<file path="src/verilog/usb_out_map.svh">
`ifndef USB_OUT_MAP_SVH
`define USB_OUT_MAP_SVH

// ----------------------------------------
// register indices, byte address = 4 * index
// ----------------------------------------
`define IDX_CTRL_STATUS  6'h14
`define IDX_CONFIG       6'h15
`define IDX_COUNT_LOW    6'h16
`define IDX_COUNT_HIGH   6'h17
`define IDX_SELECT       6'h0e
`define IDX_INT_STATUS   6'h02
`define IDX_INT_MASK     6'h03
`define IDX_FIFO_DATA    6'h20
`define HIDX_CMD         6'h00
`define HIDX_LEN         6'h01
`define HIDX_SEED        6'h02
`define HIDX_STATUS      6'h03

// ----------------------------------------
// field positions
// ----------------------------------------
`define OUT_PKT_READY_BIT 0
`define FIFO_FULL_BIT     1
`define OVERRUN_BIT       2
`define DATA_ERR_BIT      3
`define FLUSH_BIT         4
`define SEND_STALL_BIT    5
`define SENT_STALL_BIT    6
`define CLEAR_TOGGLE_BIT  7
`define ISO_BIT           6
`define DBUF_BIT          7
`define HCMD_PID_BIT      2
`define HCMD_CRC_BIT      3
`define HCMD_ISO_BIT      4

// ----------------------------------------
// reset values and limits
// ----------------------------------------
`define SELECT_RESET     2'h1
`define FIRST_EP         4'h1
`define LAST_EP          4'h3
`define PTR_MAX          10'h3ff

// ----------------------------------------
// timing
// ----------------------------------------
`define CLK_NS           40
`define FRAME_NS         1000000
`define HS_WAIT_CYCLES   3'h4

`endif

</file>
<file path="src/verilog/usb_out_pkg.sv">
`default_nettype none

package usb_out_pkg;
    typedef enum logic [1:0] {HS_ACK, HS_NAK, HS_STALL} hs_t;
    typedef enum logic [1:0] {RX_IDLE, RX_STORE, RX_STALL, RX_FULL} rx_t;
    typedef enum logic [2:0] {H_IDLE, H_FRAME, H_TOKEN, H_DATA, H_WAIT} host_st_t;

    typedef struct packed {
        logic             dbuf;
        logic             iso;
        logic             sendStall;
        logic             sentStall;
        logic             overrun;
        logic             data_error_flag_alt;
        logic             opReady;
        logic             toggle;
        logic [1:0]       pktCount;
        logic             rdSlot;
        logic             wrSlot;
        logic [9:0]       rdPtr;
        logic [1:0][9:0]  count;
        logic [1:0]       errSlot;
    } ep_t;

    typedef struct packed {
        ep_t [2:0]   ep;
        rx_t         rx;
        logic [1:0]  rxEp;
        logic        rxPid;
        logic [9:0]  wrPtr;
        logic [1:0]  sel;
        logic [2:0]  intStatus;
        logic [2:0]  intMask;
        logic        irq;
        logic        hsValid;
        hs_t         hsCode;
        logic        waitReq;
        logic [31:0] readData;
    } dev_state_t;

    typedef struct packed {
        host_st_t    st;
        logic [1:0]  ep;
        logic        pid;
        logic        crc;
        logic        iso;
        logic [9:0]  len;
        logic [7:0]  seed;
        logic [9:0]  cnt;
        logic [2:0]  waitCnt;
        logic [31:0] frameCnt;
        logic        busy;
        logic        hsSeen;
        hs_t         hsCode;
        logic        tokValid;
        logic [3:0]  tokEp;
        logic        tokPid;
        logic        dataValid;
        logic [7:0]  dataByte;
        logic        pktEnd;
        logic        crcErr;
        logic        waitReq;
        logic [31:0] readData;
    } host_state_t;
endpackage : usb_out_pkg

`default_nettype wire
</file>
<file path="src/verilog/usb_out_link_if.sv">
`timescale 1ns/1ps
`default_nettype none

interface usb_out_link_if;
    import usb_out_pkg::*;
    logic       tokValid;
    logic [3:0] tokEp;
    logic       tokPid;
    logic       dataValid;
    logic [7:0] dataByte;
    logic       pktEnd;
    logic       crcErr;
    logic       hsValid;
    hs_t        hsCode;

    modport dev (input tokValid, tokEp, tokPid, dataValid, dataByte, pktEnd, crcErr,
                 output hsValid, hsCode);
    modport hostEnd (output tokValid, tokEp, tokPid, dataValid, dataByte, pktEnd, crcErr,
                     input hsValid, hsCode);
endinterface : usb_out_link_if

`default_nettype wire

</file>
<file path="src/verilog/usb_out_endpoint_control.sv">
`timescale 1ns/1ps
`default_nettype none

`include "usb_out_map.svh"

module usb_out_endpoint_control
    import usb_out_pkg::*;
#(
    parameter int MAX_PKT = 64
) (
    input  wire logic        clock,
    input  wire logic        rst,
    usb_out_link_if.dev      link,
    input  wire logic [7:0]  avs_address,
    input  wire logic        avs_read,
    input  wire logic        avs_write,
    input  wire logic [31:0] avs_writedata,
    output logic      [31:0] avs_readdata,
    output logic             avs_waitrequest,
    output logic             irq
);
    localparam int MEM_DEPTH = 6 * MAX_PKT;
    localparam int AW        = $clog2(MEM_DEPTH);

    dev_state_t s;
    dev_state_t n;
    logic [7:0]    mem [0:MEM_DEPTH-1];
    logic          memWe;
    logic [AW-1:0] memWAddr;
    logic [AW-1:0] memRAddr;
    logic [7:0]    memRData;
    logic [1:0]    se;
    logic [1:0]    re;
    logic [5:0]    idx;
    logic [7:0]    wd;
    logic          accept;
    logic          store;
    logic [2:0]    evt;
    ep_t           q;

    // ----------------------------------------
    // helpers
    // ----------------------------------------
    function automatic logic [1:0] capOf(input ep_t p);
        return p.dbuf ? 2'h2 : 2'h1;
    endfunction : capOf

    // drop the head packet; the next one, if any, becomes current at once
    function automatic ep_t popPkt(input ep_t p);
        ep_t r;
        r = p;
        if (r.pktCount != 2'h0) begin
            r.pktCount = r.pktCount - 2'h1;
            r.rdSlot   = ~r.rdSlot;
        end
        r.rdPtr   = 10'h000;
        r.opReady = (r.pktCount != 2'h0);
        r.data_error_flag_alt = r.opReady & r.errSlot[r.rdSlot];
        return r;
    endfunction : popPkt

    assign se       = s.sel - 2'h1;
    assign idx      = avs_address[7:2];
    assign wd       = avs_writedata[7:0];
    assign accept   = ~s.waitReq & (avs_read | avs_write);
    assign memWAddr = AW'((32'(s.rxEp) * 2 + 32'(s.ep[s.rxEp].wrSlot)) * MAX_PKT + 32'(s.wrPtr));
    assign memRAddr = AW'((32'(se) * 2 + 32'(s.ep[se].rdSlot)) * MAX_PKT + 32'(s.ep[se].rdPtr));
    assign memRData = mem[memRAddr];

    // ----------------------------------------
    // next state
    // ----------------------------------------
    always_comb begin
        n         = s;
        evt       = 3'h0;
        memWe     = 1'b0;
        store     = 1'b0;
        re        = 2'h0;
        q         = s.ep[s.rxEp];
        n.hsValid = 1'b0;
        // one wait cycle per access; the effect lands on the edge with waitrequest low
        n.waitReq = ~(s.waitReq & (avs_read | avs_write));

        if (accept && avs_write) begin
            case (idx)
                `IDX_CTRL_STATUS: begin
                    if (wd[`CLEAR_TOGGLE_BIT]) begin
                        n.ep[se].toggle = 1'b0;
                    end
                    n.ep[se].sendStall = wd[`SEND_STALL_BIT];
                    if (!wd[`SENT_STALL_BIT]) begin
                        n.ep[se].sentStall = 1'b0;
                    end
                    if (!wd[`OVERRUN_BIT]) begin
                        n.ep[se].overrun = 1'b0;
                    end
                    if ((s.ep[se].opReady && !wd[`OUT_PKT_READY_BIT])
                        || (wd[`FLUSH_BIT] && s.ep[se].pktCount != 2'h0)) begin
                        n.ep[se] = popPkt(n.ep[se]);
                        evt[se]  = n.ep[se].opReady;
                    end
                end
                `IDX_CONFIG: begin
                    n.ep[se].dbuf = wd[`DBUF_BIT];
                    n.ep[se].iso  = wd[`ISO_BIT];
                end
                `IDX_SELECT: begin
                    if (wd[1:0] != 2'h0) begin
                        n.sel = wd[1:0];
                    end
                end
                `IDX_INT_STATUS: n.intStatus = s.intStatus & ~wd[2:0];
                `IDX_INT_MASK:   n.intMask   = wd[2:0];
                default: ;
            endcase
        end

        // fifo data pops one byte per accepted read
        if (accept && avs_read && idx == `IDX_FIFO_DATA && s.ep[se].opReady
            && s.ep[se].rdPtr != `PTR_MAX) begin
            n.ep[se].rdPtr = s.ep[se].rdPtr + 10'h001;
        end

        if (s.waitReq && avs_read) begin
            case (idx)
                `IDX_CTRL_STATUS: n.readData = {24'h00_0000, 1'b0, s.ep[se].sentStall,
                    s.ep[se].sendStall, 1'b0, s.ep[se].data_error_flag_alt, s.ep[se].overrun,
                    s.ep[se].pktCount == capOf(s.ep[se]), s.ep[se].opReady};
                `IDX_CONFIG:     n.readData = {24'h00_0000, s.ep[se].dbuf, s.ep[se].iso, 6'h00};
                `IDX_COUNT_LOW:  n.readData = {24'h00_0000, s.ep[se].count[s.ep[se].rdSlot][7:0]};
                `IDX_COUNT_HIGH: n.readData = {30'h0000_0000, s.ep[se].count[s.ep[se].rdSlot][9:8]};
                `IDX_SELECT:     n.readData = {30'h0000_0000, s.sel};
                `IDX_INT_STATUS: n.readData = {29'h0000_0000, s.intStatus};
                `IDX_INT_MASK:   n.readData = {29'h0000_0000, s.intMask};
                `IDX_FIFO_DATA:  n.readData = {24'h00_0000, memRData};
                default:         n.readData = 32'h0000_0000;
            endcase
        end

        // ----------------------------------------
        // receive side of the link
        // ----------------------------------------
        case (s.rx)
            RX_IDLE: begin
                if (link.tokValid && link.tokEp >= `FIRST_EP && link.tokEp <= `LAST_EP) begin
                    re      = link.tokEp[1:0] - 2'h1;
                    n.rxEp  = re;
                    n.rxPid = link.tokPid;
                    n.wrPtr = 10'h000;
                    if (!n.ep[re].iso && n.ep[re].sendStall) begin
                        n.rx = RX_STALL;
                    end else if (n.ep[re].pktCount >= capOf(n.ep[re])) begin
                        n.rx = RX_FULL;
                    end else begin
                        n.rx = RX_STORE;
                    end
                end
            end
            RX_STORE: begin
                if (link.dataValid) begin
                    // bytes past the buffer size are counted but not kept
                    memWe = (32'(s.wrPtr) < MAX_PKT);
                    if (s.wrPtr != `PTR_MAX) begin
                        n.wrPtr = s.wrPtr + 10'h001;
                    end
                end
                if (link.pktEnd) begin
                    n.rx = RX_IDLE;
                    q    = n.ep[s.rxEp];
                    if (!q.iso && !link.crcErr) begin
                        n.hsValid = 1'b1;
                        n.hsCode  = HS_ACK;
                    end
                    // a repeated bulk packet (toggle mismatch) is acked but dropped
                    store = q.iso | (~link.crcErr & (s.rxPid == q.toggle));
                    if (store) begin
                        q.count[q.wrSlot]   = s.wrPtr;
                        q.errSlot[q.wrSlot] = q.iso & link.crcErr;
                        q.wrSlot            = ~q.wrSlot;
                        q.pktCount          = q.pktCount + 2'h1;
                        if (!q.iso) begin
                            q.toggle = ~q.toggle;
                        end
                        if (!q.opReady) begin
                            q.opReady   = 1'b1;
                            q.data_error_flag_alt   = q.errSlot[q.rdSlot];
                            evt[s.rxEp] = 1'b1;
                        end
                        n.ep[s.rxEp] = q;
                    end
                end
            end
            RX_STALL: begin
                if (link.pktEnd) begin
                    n.rx = RX_IDLE;
                    if (!link.crcErr) begin
                        n.hsValid                  = 1'b1;
                        n.hsCode                   = HS_STALL;
                        n.ep[s.rxEp].sentStall     = 1'b1;
                        evt[s.rxEp]                = 1'b1;
                    end
                end
            end
            RX_FULL: begin
                if (link.pktEnd) begin
                    n.rx = RX_IDLE;
                    if (n.ep[s.rxEp].iso) begin
                        n.ep[s.rxEp].overrun = 1'b1;
                        evt[s.rxEp]          = 1'b1;
                    end else if (!link.crcErr) begin
                        n.hsValid = 1'b1;
                        n.hsCode  = HS_NAK;
                    end
                end
            end
            default: n.rx = RX_IDLE;
        endcase

        // a new event beats a clear in the same cycle
        n.intStatus = n.intStatus | evt;
        n.irq       = |(n.intStatus & n.intMask);
    end

    // ----------------------------------------
    // registers
    // ----------------------------------------
    always_ff @(posedge clock or posedge rst) begin
        if (rst) begin
            s         <= '0;
            s.waitReq <= 1'b1;
            s.sel     <= `SELECT_RESET;
        end else begin
            s <= n;
        end
    end

    always_ff @(posedge clock) begin
        if (memWe) begin
            mem[memWAddr] <= link.dataByte;
        end
    end

    assign avs_readdata    = s.readData;
    assign avs_waitrequest = s.waitReq;
    assign irq             = s.irq;
    assign link.hsValid    = s.hsValid;
    assign link.hsCode     = s.hsCode;
endmodule : usb_out_endpoint_control

`default_nettype wire

</file>
<file path="src/flat_wrapper.sv">
// flat-port wrapper written by rule: the top's interface ports become plain ports
module usb_out_endpoint_control_flat import usb_out_pkg::*;
#(
    parameter int MAX_PKT = 64
)
  (clock, rst, avs_address, avs_read, avs_write, avs_writedata, avs_readdata, avs_waitrequest, irq, link_tokValid, link_tokEp, link_tokPid, link_dataValid, link_dataByte, link_pktEnd, link_crcErr, link_hsValid, link_hsCode);
  usb_out_link_if link_i ();
  input  wire logic clock;
  input  wire logic rst;
  input  wire logic [7:0] avs_address;
  input  wire logic avs_read;
  input  wire logic avs_write;
  input  wire logic [31:0] avs_writedata;
  output logic      [31:0] avs_readdata;
  output logic avs_waitrequest;
  output logic irq;
  input wire logic [$bits(link_i.tokValid)-1:0] link_tokValid;
  input wire logic [$bits(link_i.tokEp)-1:0] link_tokEp;
  input wire logic [$bits(link_i.tokPid)-1:0] link_tokPid;
  input wire logic [$bits(link_i.dataValid)-1:0] link_dataValid;
  input wire logic [$bits(link_i.dataByte)-1:0] link_dataByte;
  input wire logic [$bits(link_i.pktEnd)-1:0] link_pktEnd;
  input wire logic [$bits(link_i.crcErr)-1:0] link_crcErr;
  output wire logic [$bits(link_i.hsValid)-1:0] link_hsValid;
  output wire logic [$bits(link_i.hsCode)-1:0] link_hsCode;
  assign link_i.tokValid = link_tokValid;
  assign link_i.tokEp = link_tokEp;
  assign link_i.tokPid = link_tokPid;
  assign link_i.dataValid = link_dataValid;
  assign link_i.dataByte = link_dataByte;
  assign link_i.pktEnd = link_pktEnd;
  assign link_i.crcErr = link_crcErr;
  assign link_hsValid = link_i.hsValid;
  assign link_hsCode = link_i.hsCode;
  usb_out_endpoint_control #(.MAX_PKT(MAX_PKT)) u_core (.clock(clock), .rst(rst), .link(link_i), .avs_address(avs_address), .avs_read(avs_read), .avs_write(avs_write), .avs_writedata(avs_writedata), .avs_readdata(avs_readdata), .avs_waitrequest(avs_waitrequest), .irq(irq));
endmodule
</file>
<file path="config.mk">
export PLATFORM = sky130hd
export DESIGN_NAME = usb_out_endpoint_control_flat
export DESIGN_NICKNAME = d
export VERILOG_FILES = /design/src/verilog/usb_out_pkg.sv /design/src/verilog/usb_out_link_if.sv /design/src/verilog/usb_out_endpoint_control.sv /design/src/flat_wrapper.sv
export VERILOG_INCLUDE_DIRS = /design/src /design/src/verilog
export SDC_FILE = /design/constraint.sdc
export NUM_CORES = 2
export LEC_CHECK = 0
export BUFFER_PORTS_ARGS = -buffer_cell sky130_fd_sc_hd__buf_4
export CAP_MARGIN = 15
export CORE_MARGIN = 2
export CORE_UTILIZATION = 25
export CTS_BUF_LIST = sky130_fd_sc_hd__clkbuf_16
export CTS_CLUSTER_DIAMETER = 200
export DETAILED_ROUTE_END_ITERATION = 7
export GPL_ROUTABILITY_DRIVEN = 0
export PLACE_DENSITY = 0.44
export SYNTH_ARGS = -nofsm -noshare
export SYNTH_HDL_FRONTEND = slang
export SYNTH_SLANG_ARGS = --single-unit
</file>
<file path="constraint.sdc">
create_clock -name clock -period 15.8 [get_ports clock]
set_clock_uncertainty 0.2 [all_clocks]
set_input_delay 0 -clock clock [delete_from_list [all_inputs] [get_ports clock]]
set_output_delay 0 -clock clock [all_outputs]
set_load 0.01 [all_outputs]
</file>
==> run summary <==
Core footprint: 0.5358 sq mm
Chip width: 736.8 um
Critical path required time: 16.48 ns
Final period util: 0.5413
Post-synthesis cell count: 10721
Static Leak: 51.62 nW
Clk sinks: 3240
Fraction of layout cells with a size suffix above 1: 0.08088
Worst path slowest cell: dfstp_4
Maximum clock path buffer count: 4
Most used cell, CP: buf_4
R2R cell count: 17
Power Density: 120.7 mW/mm^2
Final Hold Viols: 0
WHS Endpoint: u_core.mem[330][4]
Remaining antenna violation count: 0
CTS clk-pin slew, worst paths: 0.06 ns
Power share of the clock group: 0.437
CTS resizes: 0
CP Capture Type: flip-flop
R2r startpoint: u_core.s[43]
Yosys top cell by area: edfxtp_1
Syn Std Cell Area: 0.1343 sq mm
Rel. slew slack: 0.1228
# IOs: 98
Ys async rst share: 0.05185
Routed len/inst: 25.42 um
Syn. warnings: 0
Root buffer cell: clkbuf_16
Placed Instances: 17427
Worst-Margin Slew: 1.308 ns
First-pass GRT wire length: 650.8 mm
Critical-path maximum fanout: 88
CP peak stage delay: 0.95 ns
Outcome: finished, final reports clean
Num CTS Buffers: 367
Setup WS pre-CTS: 7.214 ns
Final worst slack: 7.247 ns
Yosys top cell area share: 0.6871
Worst-Skew Late Latency: 0.96 ns
Routed WL: 462.4 mm
Sw Ratio: 0.2296
PortBufs: 46
Total congestion overflow: 0
CTS Hold Buffers Added: 94
Iter 0 DRT Violations: 9068
Max Cap Viol: 0
Final setup viols: 0
CP startpoint kind: flip-flop
Cell family contributing the most delay on the critical path: compound AO/OA/AOI/OAI gates
Seq cells post-synth: 3240
Mean Syn Cell Area: 12.52 sq um
Top_reg_cell synth: edfxtp_1
Rows: 269
Reg power frac: 0.512
Vias in the first global route: 83016
Netlist cell types: 92
1st-pass router iterations: 5
CP cell instances: inv_1 > ha_4 > mux2_2 > a21oi_4 > inv_8 > buf_4 > buf_4 > buf_4 > a2111oi_0 > a311oi_1 > o21ai_0 > a211oi_1 > nor4_1 > buf_2 > a211oi_1 > o21ai_1 > o21ai_1
Worst setup path category: reg2reg
WP buf/inv: 6
Sequential area share after synthesis: 0.7185
Reg2Reg Setup Slack: 7.25 ns
Largest net degree at the start of global routing: 164
Crit Reg-Reg Endpoint: u_core.avs_readdata[4]
Hold path cells: 2
Final-stage net count: 10788
EDFF count, synth: 3072
Worst VDD drop: 0.08989 mV
Fin Setup TNS: 0 ns
Pins Over Slew Limit: 0
Crit path time final: 8.553 ns
DIE HEIGHT: 736.8 um
Min-delay worst type: in2reg
CTS tree: built
Combinational Power Share: 0.050
Internal: 14.40 mW
Final std cells w/o fill: 18191
Post-DP HPWL: 266.1 mm
Post-CTS Setup Bufs: 0
Initial antenna violation count: 32
DIE AREA: 0.5429 sq mm
Max Freq: 0.1169 GHz
CP Data Arrival Time: 9.23 ns
Hold Startpoint: link_dataByte[4]
Vias per inst: 4.817
H-tree Lvls: 5
Total number of vias: 87621
Drc violations: 0
Overall routing resource usage: 0.1639
Hold slack: 0.06980 ns
Synth area leaders: edfxtp_1 69%, nand2_1 7.8%, nand3_1 4.7%, dfrtp_1 3.1%, mux2i_1 2.8%
Initial Utilization: 0.2506
Area delta synth->final: 15.36%
NetSw: 4.291 mW
Unrepaired setup endpoints after global routing: false
==> how the worst max path moves through the flow <==
| stage | from | end | slack (ns) | cells past startpoint |
|---|---|---|---|---|
| final | u_core.s[43] | u_core.avs_readdata[4] | 7.25 | 17 |
| after global routing | u_core.s[43] | u_core.avs_readdata[4] | 6.93 | 17 |
| after CTS | u_core.s[43] | u_core.avs_readdata[4] | 7.17 | 16 |
| after detailed placement | u_core.s[43] | u_core.avs_readdata[4] | 7.21 | 16 |
| after global placement | u_core.s[43] | u_core.avs_readdata[4] | 7.25 | 16 |
| after floorplan | u_core.s[43] | u_core.avs_readdata[1] | 10.39 | 23 |
==> metal layers <==
| metal | global-route usage | up-vias | part of all wire |
|---|---|---|---|
| met5 | 0 | - | 0.00010 |
| met4 | 0.04253 | 8 | 0.026 |
| met3 | 0.02288 | 583 | 0.061 |
| met2 | 0.2581 | 2819 | 0.46 |
| met1 | 0.2365 | 44916 | 0.46 |
| li1 | - | 39295 | - |
==> cell usage after synthesis, types with 124 or more instances <==
library cell and count:
nand2_1 2781, buf_1 156, o21ai_0 202, a31oi_1 135
buf_2 306, nor2_1 553, edfxtp_1 3072, dfrtp_1 166
a21oi_1 424, clkbuf_1 248, a211oi_1 124, mux2i_1 373
nand3_1 1266
==> registers in the layout (all words and copies together) (netlist names) <==
name	cells
u_core.mem	3072
u_core.link.hsValid	1
u_core.s	155
u_core.avs_waitrequest	1
u_core.irq	1
u_core.avs_readdata	8
u_core.link.hsCode	2
==> cell usage in the layout (no fill, tap or decap), types with 18 or more instances in the layout <==
cell type and instances:
a2111oi_0 30, a211oi_1 121, a21oi_1 423, a221oi_1 44
a22oi_1 48, a311oi_1 51, a31oi_1 135, a32o_1 58
a32oi_1 37, and3_1 50, buf_12 23, buf_4 231
bufinv_16 22, clkbuf_16 374, clkinv_1 97, clkinv_2 61
conb_1 24, dfrtp_1 166, dlygate4sd3_1 90, edfxtp_1 3072
inv_1 148, mux2_2 51, mux2i_1 373, nand2_1 2765
nand2_4 18, nand3_1 1266, nand4_1 21, nor2_1 541
nor3_1 25, nor4_1 18, o2111ai_1 18, o211ai_1 18
o21ai_0 200, o22ai_1 82
==> worst reg2reg max path: cells and delay by family, from the launching register on <==
| family | cells | cell delay [ns] |
|---|---|---|
| AND/OR/NAND/NOR | 1 | 0.11 |
| AO/OA/AOI/OAI | 8 | 3.00 |
| multiplexers | 1 | 0.88 |
| adder cells (fa/ha/maj) | 1 | 0.60 |
| flip-flops | 1 | 0.95 |
| buffers and inverters | 6 | 2.73 |
==> through the flow <==
step	utilization	power (mW)	area, sq um
2_1_floorplan	-	10.19	134300
3_3_place_gp	0.2660	10.65	142500
3_5_place_dp	0.2660	10.66	142500
4_1_cts	0.2890	18.84	154800
5_1_grt	0.2890	19.22	154900
6_report	0.2890	18.69	154900
==> final cells by class <==
type | count | area, sq um
sequential | 3240 | 96460
multi-input combinational | 6678 | 34520
clock inverter | 288 | 1927
inverter | 65 | 264.0
tap | 7181 | 8985
timing repair buffer | 359 | 3343
antenna | 6 | 15.01
clock buffer | 374 | 9359
fill | 54767 | 381000
==> logic make-up after synthesis <==
| group | Yosys count | synth area share |
|---|---|---|
| other cells | 1 | 0.00002793 |
| mux | 429 | 0.03284 |
| fa+ha+maj | 16 | 0.001603 |
| flops | 3240 | 0.7185 |
| xor+xnor | 20 | 0.001305 |
| simple gates | 4779 | 0.1490 |
| buf+inv | 826 | 0.02754 |
| compound gates | 1410 | 0.06923 |
==> power by group through the flow <==
stage	clock network, mW	logic, mW	registers (mW)
final	8.18	0.941	9.57
after global routing	8.64	1.01	9.58
after CTS	8.33	0.943	9.57
after detailed placement	0	0.911	9.75
after global placement	0	0.907	9.74
after floorplan	0	0.473	9.72
No activity file was read; power rests on OpenSTA's default activity.
